===== src/rtl/line_out_consts.svh =====
// Constants for the line-output gain and headphone startup register bank.
// Assumes a 10 MHz core clock and a page register outside the bank.
`ifndef LINE_OUT_CONSTS_SVH
`define LINE_OUT_CONSTS_SVH

// Page and register offsets
`define PAGE_ONE          8'h01
`define LEFT_GAIN_OFS     8'h12
`define RIGHT_GAIN_OFS    8'h13
`define HP_START_OFS      8'h14
`define STATUS_OFS        8'h7f

// Field positions
`define MUTE_BIT          6
`define GAIN_MSB          5
`define STEP_MSB          7
`define STEP_LSB          6
`define RAMP_MSB          5
`define RAMP_LSB          2
`define RES_MSB           1

// Reset values
`define LINE_RST          7'h40
`define HP_RST            8'h00

// Reserved gain codes
`define GAIN_RSV_LO       6'h20
`define GAIN_RSV_HI       6'h39
`define GAIN_TOP_RSV      6'h1e

// Ramp and resistance codes
`define RAMP_LONG_MIN     4'hd
`define RES_25K           2'h0
`define RES_RSV           2'h3

// Status bits
`define ST_BUSY           0
`define ST_DONE           1
`define ST_LGAIN          2
`define ST_RGAIN          3
`define ST_RAMP           4
`define ST_RES            5

// Time base: 1 ms in ns, divided by the clock period, rounded up
`define CLK_PERIOD_NS     100
`define TIME_BASE_NS      1000000
`define TICK_CYCLES       ((`TIME_BASE_NS + `CLK_PERIOD_NS - 1) / `CLK_PERIOD_NS)

// Soft routing step times in ms
`define STEP_MS_1         8'd50
`define STEP_MS_2         8'd100
`define STEP_MS_3         8'd200

// Ramp lengths in thousandths of a time constant
`define RAMP_TC_1         16'd500
`define RAMP_TC_2         16'd625
`define RAMP_TC_3         16'd725
`define RAMP_TC_4         16'd875
`define RAMP_TC_5         16'd1000
`define RAMP_TC_6         16'd2000
`define RAMP_TC_7         16'd3000
`define RAMP_TC_8         16'd4000
`define RAMP_TC_9         16'd5000
`define RAMP_TC_A         16'd6000
`define RAMP_TC_B         16'd7000
`define RAMP_TC_C         16'd8000
`define RAMP_TC_16        16'd16000
`define RAMP_TC_32        16'd32000

`endif


===== src/rtl/line_out_pkg.sv =====
// Types shared by the register bank and its step timer.
// Assumes the constants header sits beside it.
package line_out_pkg;

  typedef logic [5:0] gain_t;
  typedef logic [1:0] step_sel_t;
  typedef logic [3:0] ramp_code_t;
  typedef logic [1:0] res_sel_t;

  // Soft routing step timer states
  typedef enum logic [2:0]
  {
    ST_IDLE = 3'b001,
    ST_RUN  = 3'b010,
    ST_DONE = 3'b100
  } step_state_e;

endpackage : line_out_pkg


===== src/rtl/line_out_gain_hp_startup_regs.sv =====
// Line-output gain and headphone startup register bank of an audio codec.
// Assumes a 10 MHz clock, a page register outside, and a same-clock bus.
//
// Behaviour
// Left mute bit 6 mutes the left line output when set and resets to 1.
// Right mute bit 6 mutes the right line output when set and resets to 1.
// Left bits 5..0 hold a signed 1 dB gain code, -6 to +29 dB, reset 0 dB.
// Software keeps off gain codes 0x20..0x39 and 0x1e..0x1f.
// Right bits 5..0 use the same gain code as the left, reset zero.
// Bit 7 of both line-output registers reads 0 and is written as 0.
// Headphone bits 7..6 pick the routing step time 0, 50, 100 or 200 ms.
// Headphone ramp field 0000, its reset value, turns the slow ramp off.
// Nonzero ramp codes pick 0.5 up to 32 time constants of slow ramp.
// Software avoids ramp codes 1101..1111 with the 25k charge resistor.
// Headphone bits 1..0 pick 25k, 6k or 2k charge resistance; 11 is unused.
// The three registers sit on page 1 at 0x12, 0x13 and 0x14.
// The routing step time is measured from a fixed 1 ms time base.
//
// Our own choice: the address-and-strobe port.
`timescale 1ns/10ps
`include "line_out_consts.svh"

module line_out_gain_hp_startup_regs #(
  parameter int unsigned TICK_CYCLES = `TICK_CYCLES
) (
  input  wire logic                     clock,
  input  wire logic                     rst_n,
  input  wire logic                     ce,
  input  wire logic [7:0]               page,
  input  wire logic [7:0]               addr,
  input  wire logic [7:0]               wr_data,
  input  wire logic                     wr_en,
  input  wire logic                     rd_en,
  output logic      [7:0]               rd_data,
  input  wire logic                     route_step_req,
  output logic                          left_line_output_mute,
  output line_out_pkg::gain_t           left_line_output_gain,
  output logic                          right_line_output_mute,
  output line_out_pkg::gain_t           right_line_output_gain,
  output line_out_pkg::step_sel_t       route_step_sel,
  output line_out_pkg::ramp_code_t      ramp_code,
  output line_out_pkg::res_sel_t        charge_res_sel,
  output logic                          ramp_enable,
  output logic      [15:0]              ramp_tc_milli,
  output logic                          route_step_busy,
  output logic                          route_step_done,
  output logic                          cfg_fault
);
  import line_out_pkg::*;

  // Reset release through two flops; kept off the clock enable so that a
  // frozen block can still be reset
  logic rst_meta_q;
  logic rst_sync_n;
  always_ff @(posedge clock or negedge rst_n)
  begin
    if (!rst_n)
    begin
      rst_meta_q <= 1'b0;
      rst_sync_n <= 1'b0;
    end
    else
    begin
      rst_meta_q <= 1'b1;
      rst_sync_n <= rst_meta_q;
    end
  end

  // Reserved line-output gain codes
  function automatic logic gain_reserved(input gain_t code);
    gain_reserved = ((code >= `GAIN_RSV_LO) && (code <= `GAIN_RSV_HI)) ||
                    (code >= `GAIN_TOP_RSV && code < `GAIN_RSV_LO);
  endfunction : gain_reserved

  // Slow ramp length in thousandths of a time constant
  function automatic logic [15:0] ramp_tc(input ramp_code_t code);
    unique case (code)
      4'h0: ramp_tc = 16'h0000;
      4'h1: ramp_tc = `RAMP_TC_1;
      4'h2: ramp_tc = `RAMP_TC_2;
      4'h3: ramp_tc = `RAMP_TC_3;
      4'h4: ramp_tc = `RAMP_TC_4;
      4'h5: ramp_tc = `RAMP_TC_5;
      4'h6: ramp_tc = `RAMP_TC_6;
      4'h7: ramp_tc = `RAMP_TC_7;
      4'h8: ramp_tc = `RAMP_TC_8;
      4'h9: ramp_tc = `RAMP_TC_9;
      4'ha: ramp_tc = `RAMP_TC_A;
      4'hb: ramp_tc = `RAMP_TC_B;
      4'hc: ramp_tc = `RAMP_TC_C;
      4'hd: ramp_tc = `RAMP_TC_16;
      4'he: ramp_tc = `RAMP_TC_32;
      4'hf: ramp_tc = `RAMP_TC_32;
    endcase
  endfunction : ramp_tc

  // Address decode on page 1 only
  wire on_page  = (page == `PAGE_ONE);
  wire hit_left = on_page && (addr == `LEFT_GAIN_OFS);
  wire hit_right = on_page && (addr == `RIGHT_GAIN_OFS);
  wire hit_hp   = on_page && (addr == `HP_START_OFS);
  wire hit_stat = on_page && (addr == `STATUS_OFS);

  wire wr_left  = ce && wr_en && hit_left;
  wire wr_right = ce && wr_en && hit_right;
  wire wr_hp    = ce && wr_en && hit_hp;
  wire rd_stat  = ce && rd_en && hit_stat;

  // Stored bits; bit 7 of the line registers has no flop at all
  logic [6:0] left_q;
  logic [6:0] right_q;
  logic [7:0] hp_q;

  // Line-output registers: mute and gain
  always_ff @(posedge clock or negedge rst_sync_n)
  begin
    if (!rst_sync_n)
    begin
      left_q  <= `LINE_RST;
      right_q <= `LINE_RST;
    end
    else
    begin
      if (wr_left)
        left_q <= wr_data[`MUTE_BIT:0];
      if (wr_right)
        right_q <= wr_data[`MUTE_BIT:0];
    end
  end

  // Headphone startup register; every bit is writable
  always_ff @(posedge clock or negedge rst_sync_n)
  begin
    if (!rst_sync_n)
      hp_q <= `HP_RST;
    else if (wr_hp)
      hp_q <= wr_data;
  end

  // Field outputs straight from the register flops
  assign left_line_output_mute  = left_q[`MUTE_BIT];
  assign left_line_output_gain  = left_q[`GAIN_MSB:0];
  assign right_line_output_mute = right_q[`MUTE_BIT];
  assign right_line_output_gain = right_q[`GAIN_MSB:0];
  assign route_step_sel         = hp_q[`STEP_MSB:`STEP_LSB];
  assign ramp_code              = hp_q[`RAMP_MSB:`RAMP_LSB];
  assign charge_res_sel         = hp_q[`RES_MSB:0];

  // Ramp decode, registered so the analog side sees clean levels;
  // this costs one cycle of lag behind a register write
  logic        ramp_en_q;
  logic [15:0] ramp_tc_q;
  always_ff @(posedge clock or negedge rst_sync_n)
  begin
    if (!rst_sync_n)
    begin
      ramp_en_q <= 1'b0;
      ramp_tc_q <= 16'h0000;
    end
    else if (ce)
    begin
      ramp_en_q <= (ramp_code != 4'h0);
      ramp_tc_q <= ramp_tc(ramp_code);
    end
  end
  assign ramp_enable   = ramp_en_q;
  assign ramp_tc_milli = ramp_tc_q;

  // Soft routing step timer
  logic step_busy;
  logic step_done;
  step_timer #(
    .TICK_CYCLES (TICK_CYCLES)
  ) u_step_timer (
    .clock    (clock),
    .rst_n    (rst_sync_n),
    .ce       (ce),
    .start    (route_step_req),
    .step_sel (route_step_sel),
    .busy     (step_busy),
    .done     (step_done)
  );
  assign route_step_busy = step_busy;
  assign route_step_done = step_done;

  // Misuse checks: the device keeps what software writes, but reports it
  wire l_rsv   = gain_reserved(left_q[`GAIN_MSB:0]);
  wire r_rsv   = gain_reserved(right_q[`GAIN_MSB:0]);
  wire rmp_bad = (charge_res_sel == `RES_25K) && (ramp_code >= `RAMP_LONG_MIN);
  wire res_bad = (charge_res_sel == `RES_RSV);

  // Fault levels and the sticky step-done flag; a new done beats the
  // clear by a status read in the same cycle
  logic [3:0] fault_q;
  logic       done_seen_q;
  always_ff @(posedge clock or negedge rst_sync_n)
  begin
    if (!rst_sync_n)
    begin
      fault_q     <= 4'h0;
      done_seen_q <= 1'b0;
    end
    else if (ce)
    begin
      fault_q     <= {res_bad, rmp_bad, r_rsv, l_rsv};
      done_seen_q <= step_done || (done_seen_q && !rd_stat);
    end
  end
  assign cfg_fault = |fault_q;

  // Status word
  wire [7:0] status_w = {2'h0, fault_q[3], fault_q[2], fault_q[1], fault_q[0],
                         done_seen_q, step_busy};

  // Read mux; unmapped addresses read zero
  wire [7:0] rd_mux = hit_left  ? {1'b0, left_q} :
                      hit_right ? {1'b0, right_q} :
                      hit_hp    ? hp_q :
                      hit_stat  ? status_w :
                                  8'h00;

  // Read data stand for the one cycle after the strobe
  logic [7:0] rd_data_q;
  always_ff @(posedge clock or negedge rst_sync_n)
  begin
    if (!rst_sync_n)
      rd_data_q <= 8'h00;
    else if (ce)
      rd_data_q <= rd_en ? rd_mux : 8'h00;
  end
  assign rd_data = rd_data_q;
endmodule : line_out_gain_hp_startup_regs


===== src/rtl/step_timer.sv =====
// Soft routing step timer: one step of the programmed length per start.
// Assumes start comes from logic on the same clock and a synchronised reset.
`timescale 1ns/10ps
`include "line_out_consts.svh"

module step_timer #(
  parameter int unsigned TICK_CYCLES = `TICK_CYCLES
) (
  input  wire logic                   clock,
  input  wire logic                   rst_n,
  input  wire logic                   ce,
  input  wire logic                   start,
  input  wire line_out_pkg::step_sel_t step_sel,
  output logic                        busy,
  output logic                        done
);
  import line_out_pkg::*;

  localparam int unsigned PW = $clog2(TICK_CYCLES + 1);

  step_state_e    state_q;
  step_state_e    state_d;
  logic [PW-1:0]  pre_q;
  logic [7:0]     ms_q;
  logic [7:0]     target_q;

  // Step length in ms for a select code
  function automatic logic [7:0] step_ms(input step_sel_t sel);
    unique case (sel)
      2'h0: step_ms = 8'h00;
      2'h1: step_ms = `STEP_MS_1;
      2'h2: step_ms = `STEP_MS_2;
      2'h3: step_ms = `STEP_MS_3;
    endcase
  endfunction : step_ms

  wire [7:0] start_ms = step_ms(step_sel);
  wire       tick     = (pre_q == PW'(TICK_CYCLES - 1));
  wire       last_ms  = tick && ((ms_q + 8'h01) == target_q);

  // Next state; a start while busy is ignored
  always_comb
  begin
    state_d = state_q;
    unique case (state_q)
      ST_IDLE: if (start) state_d = (start_ms == 8'h00) ? ST_DONE : ST_RUN;
      ST_RUN:  if (last_ms) state_d = ST_DONE;
      ST_DONE: state_d = ST_IDLE;
      default: state_d = ST_IDLE;
    endcase
  end

  // Prescaler from the 1 ms time base, then whole ms
  always_ff @(posedge clock or negedge rst_n)
  begin
    if (!rst_n)
    begin
      state_q  <= ST_IDLE;
      pre_q    <= '0;
      ms_q     <= 8'h00;
      target_q <= 8'h00;
    end
    else if (ce)
    begin
      state_q <= state_d;
      if (state_q == ST_IDLE)
      begin
        pre_q    <= '0;
        ms_q     <= 8'h00;
        target_q <= start_ms;
      end
      else if (state_q == ST_RUN)
      begin
        pre_q <= tick ? '0 : pre_q + PW'(1);
        ms_q  <= tick ? ms_q + 8'h01 : ms_q;
      end
    end
  end

  assign busy = (state_q == ST_RUN);
  assign done = (state_q == ST_DONE);

  // Cycles spent in the run state, seen only by the length check
  logic [31:0] run_cnt_q;
  always_ff @(posedge clock or negedge rst_n)
  begin
    if (!rst_n)
      run_cnt_q <= 32'h0;
    else if (ce)
      run_cnt_q <= (state_q == ST_RUN) ? run_cnt_q + 32'h1 : 32'h0;
  end
endmodule : step_timer


===== config.mk =====
export PLATFORM = sky130hd
export DESIGN_NAME = line_out_gain_hp_startup_regs
export DESIGN_NICKNAME = d
export VERILOG_FILES = /design/src/rtl/line_out_pkg.sv /design/src/rtl/line_out_gain_hp_startup_regs.sv /design/src/rtl/step_timer.sv
export VERILOG_INCLUDE_DIRS = /design/src /design/src/rtl
export SDC_FILE = /design/constraint.sdc
export NUM_CORES = 1
export LEC_CHECK = 0
export BUFFER_PORTS_ARGS = -buffer_cell sky130_fd_sc_hd__clkbuf_2
export CAP_MARGIN = 20
export CELL_PAD_IN_SITES_DETAIL_PLACEMENT = 0
export CELL_PAD_IN_SITES_GLOBAL_PLACEMENT = 1
export CORE_MARGIN = 1.5
export CORE_UTILIZATION = 39
export DETAILED_ROUTE_END_ITERATION = 8
export PLACE_DENSITY = 0.76
export SLEW_MARGIN = 25
export SYNTH_ARGS = -nofsm -noshare
export SYNTH_HDL_FRONTEND = slang
export SYNTH_SLANG_ARGS = --single-unit

===== constraint.sdc =====
create_clock -name clock -period 2.42 [get_ports clock]
set_input_delay 0.605 -clock clock [delete_from_list [all_inputs] [get_ports clock]]
set_output_delay 0.605 -clock clock [all_outputs]
set_load 0.1 [all_outputs]

==> flow_metrics.tcl <==
set metrics [dict create \
    antenna_found_initial 0 \
    worstMarginPinSlew_ps 581 \
    seq_power_share_pct 46.4 \
    grt_pass1_vias 3602 \
    maxCapViolCount 0 \
    start_util_pct 40.6 \
    share_comb_of_total_power_pct 10.0 \
    yosys_warnings 0 \
    synth_area_leaders "dfrtp_1, mux2_2, o21ai_0, ha_1, nand2_1" \
    hold_class "in2async" \
    insertion_delay_ps 340 \
    syn-cell-area_mm2 0.00446 \
    worst_setup_path_end_kind "primary output" \
    seq_area_frac_synth_pct 46.7 \
    synth-edff-count 0 \
    instances_no_fill 672 \
    fmax_mhz 439 \
    utilization_pct 49.1 \
    relSlewSlack_pct 61.4 \
    cts_made_buffers 9 \
    via_per_inst 5.42 \
    max_stage_delay_ps 540 \
    synth_top_flop_cell "dfrtp_1" \
    yosysTopAreaCell "dfrtp_1" \
    whs_ps 37.7 \
    drt_iter0_drc 192 \
    die_h_um 110 \
    area_growth_pct 21.0 \
    startpoint_type "flip-flop" \
    required_ps 1810 \
    die_width_um 110 \
    path_cells "or4_1 > clkbuf_2" \
    path_delay_family "simple AND/OR/NAND/NOR gates" \
    wl_um 10900 \
    pwr_density_cell_mw_per_mm2 595 \
    gp_congestion 0.775 \
    fin_crit_ps 2280 \
    worstPathArrival_ps 1670 \
    cts.reportedPaths.clkPinSlew_ps 60 \
    rsz0062_at_grt "false" \
    r2r_slack_ps 320 \
    yosys.area.top_type_share_pct 44.9 \
    grt_usage_pct 19.7 \
    grt_pass1_wl_um 18200 \
    antenna_cells 0 \
    peakVddDrop_mv 0.476 \
    synth_cells 437 \
    crit_path_top_delay_cell "or4_1" \
    ys_ff_latch 83 \
    io-pin-count 80 \
    async_flop_share_pct 100 \
    final_layout_size_suffix_gt1_share_pct 30.8 \
    postCtsResizedCells 0 \
    htreeDepth 3 \
    fin_crit_sh_pct 94.2 \
    finClkSkew_ps 7.90 \
    holdBufCountCts 0 \
    cp_max_fo 3 \
    outcome "finished, final reports clean" \
    dp_hpwl_um 8140 \
    sw_frac_of_total_pct 26.3 \
    leakagePower_uw 0.00255 \
    grt_overflow 0 \
    vias 3642 \
    final_net_count 570 \
    p_switching_uw 845 \
    path_buf_inv 1 \
    io_buffers 78 \
    grt_max_degree 41 \
    p_int_uw 2360 \
    core_area_mm2 0.0110 \
    hold_violations 0 \
    yosysUniqueCellTypes 67 \
    slew_violations 0 \
    die_area_mm2 0.0121 \
    drtPass1Iterations 4 \
    cts_root_buf "clkbuf_16" \
    pwr-share-clk_pct 43.6 \
    cts_setup_buffers 0 \
    report.final.setup_viol 0 \
    postRouteAntennaNets 0 \
    num_rows 38 \
    synth_nets 480 \
    place_inst 656 \
    routedWlPerCell_um 16.3 \
    drcViolationCount 0 \
    avgSynthCellArea_um2 10.2 \
    clock-sinks 83 \
    total_power_uw 3210 \
    cts_buffer_depth 2 \
    crit_type "reg2out" \
    cts_tree "yes" \
    finalSetupTns_ps 0 \
]
## cells in the mapped netlist, types with 2 or more instances
library cell	number
dfrtp_1	80
nand2_1	36
nor2_1	35
o21ai_0	35
mux2_2	28
nand3_1	17
inv_1	16
nand2b_1	14
ha_1	13
xnor2_1	13
a21oi_1	12
clkbuf_1	11
o2bb2ai_1	10
and3_1	9
nand4_1	7
o31ai_1	7
a222oi_1	6
nor3_1	6
xor2_1	5
nor4_4	4
o21ai_1	4
buf_4	3
dfstp_2	3
nor2b_1	3
nor3b_1	3
o211ai_1	3
a211oi_1	2
a31oi_1	2
a41oi_1	2
and2_0	2
buf_2	2
conb_1	2
nand4b_1	2
nor3b_2	2
nor4_1	2
o22ai_1	2
or2_2	2
or3b_2	2
or4_1	2
## through the flow
stage          setup slack, ps  area, um2
5_1_grt                   61.8       5390
3_3_place_gp               158       5090
2_1_floorplan             59.1       4460
3_5_place_dp               140       5090
4_1_cts                    130       5390
6_report                   140       5390
## power groups by stage
stage / clock network [uW] / logic (uW) / registers (uW)
after floorplan: 0 / 188 / 1540
final: 1400 / 322 / 1490
after detailed placement: 0 / 326 / 1520
after global placement: 0 / 321 / 1510
after CTS: 1440 / 326 / 1490
after global routing: 1500 / 356 / 1500
## cell families after synthesis
family	synth area share, %
adders and majority gates	3.65
AOI/OAI and AO/OA	14.3
xor gates and xnor gates	3.54
other	0.169
muxes	7.30
DFF	46.7
buffers and inverters	3.54
and+or+nand+nor	20.8
## sequential cells by signal (all words and copies together), names as in the netlist
signal	flops
ramp_tc_milli	15
ramp_enable	1
u_step_timer.target_q	5
right_q	7
u_step_timer.state_q	3
hp_q	8
done_seen_q	1
left_q	7
u_step_timer.ms_q	8
fault_q	4
rd_data	8
rst_meta_q	1
rst_sync_n	1
u_step_timer.pre_q	14
## worst register-to-register path, delay by kind of cell (launching register included)
kind	cells	cell delay, ps
and+or+nand+nor	2	920
AOI/OAI and AO/OA	3	570
DFF	1	450
## cell type report
type | count | area (um2)
fill | 1028 | 5590
multi-input combinational | 318 | 2220
timing repair buffer | 98 | 543
tap | 140 | 175
clock buffer | 11 | 243
clock inverter | 5 | 60.1
inverter | 17 | 63.8
sequential | 83 | 2080
## worst paths after layout
check,startpoint,endpoint,cells after the start
worst max-delay path,fault_q[3],cfg_fault,2
worst min-delay path,rst_n,rst_sync_n,1
worst max register to register,u_step_timer.pre_q[5],u_step_timer.ms_q[5],5
worst min register to register,rst_sync_n,rd_data[2],0
max in group asynchronous,rst_sync_n,left_q[5],1
min in group clock,rst_meta_q,rst_sync_n,0
## layer usage
metal  wire length, um  up-vias  GRT usage [%]
li1                  -     1759              -
met1              4890     1798           24.9
met2              5490       76           33.8
met5                 0        -              0
met3               447        9           4.92
met4                96        0           4.64
## layout by cell type, fill, tap and decap left out, types with 5 or more instances in the layout
cell / netlist / layout
nand4_1: 7 / 7
nand2b_1: 14 / 14
a222oi_1: 6 / 6
o31ai_1: 7 / 7
o2bb2ai_1: 10 / 10
clkbuf_2: 1 / 77
o21ai_0: 35 / 35
a21oi_1: 12 / 12
nand3_1: 17 / 17
nor2_1: 35 / 35
xor2_1: 5 / 5
buf_4: 3 / 21
clkbuf_16: 0 / 9
dfrtp_1: 80 / 79
inv_1: 16 / 16
xnor2_1: 13 / 13
nand2_1: 36 / 36
nor3_1: 6 / 6
mux2_2: 28 / 28
ha_1: 13 / 13
and3_1: 9 / 9
(Power assumes the default switching activity.)
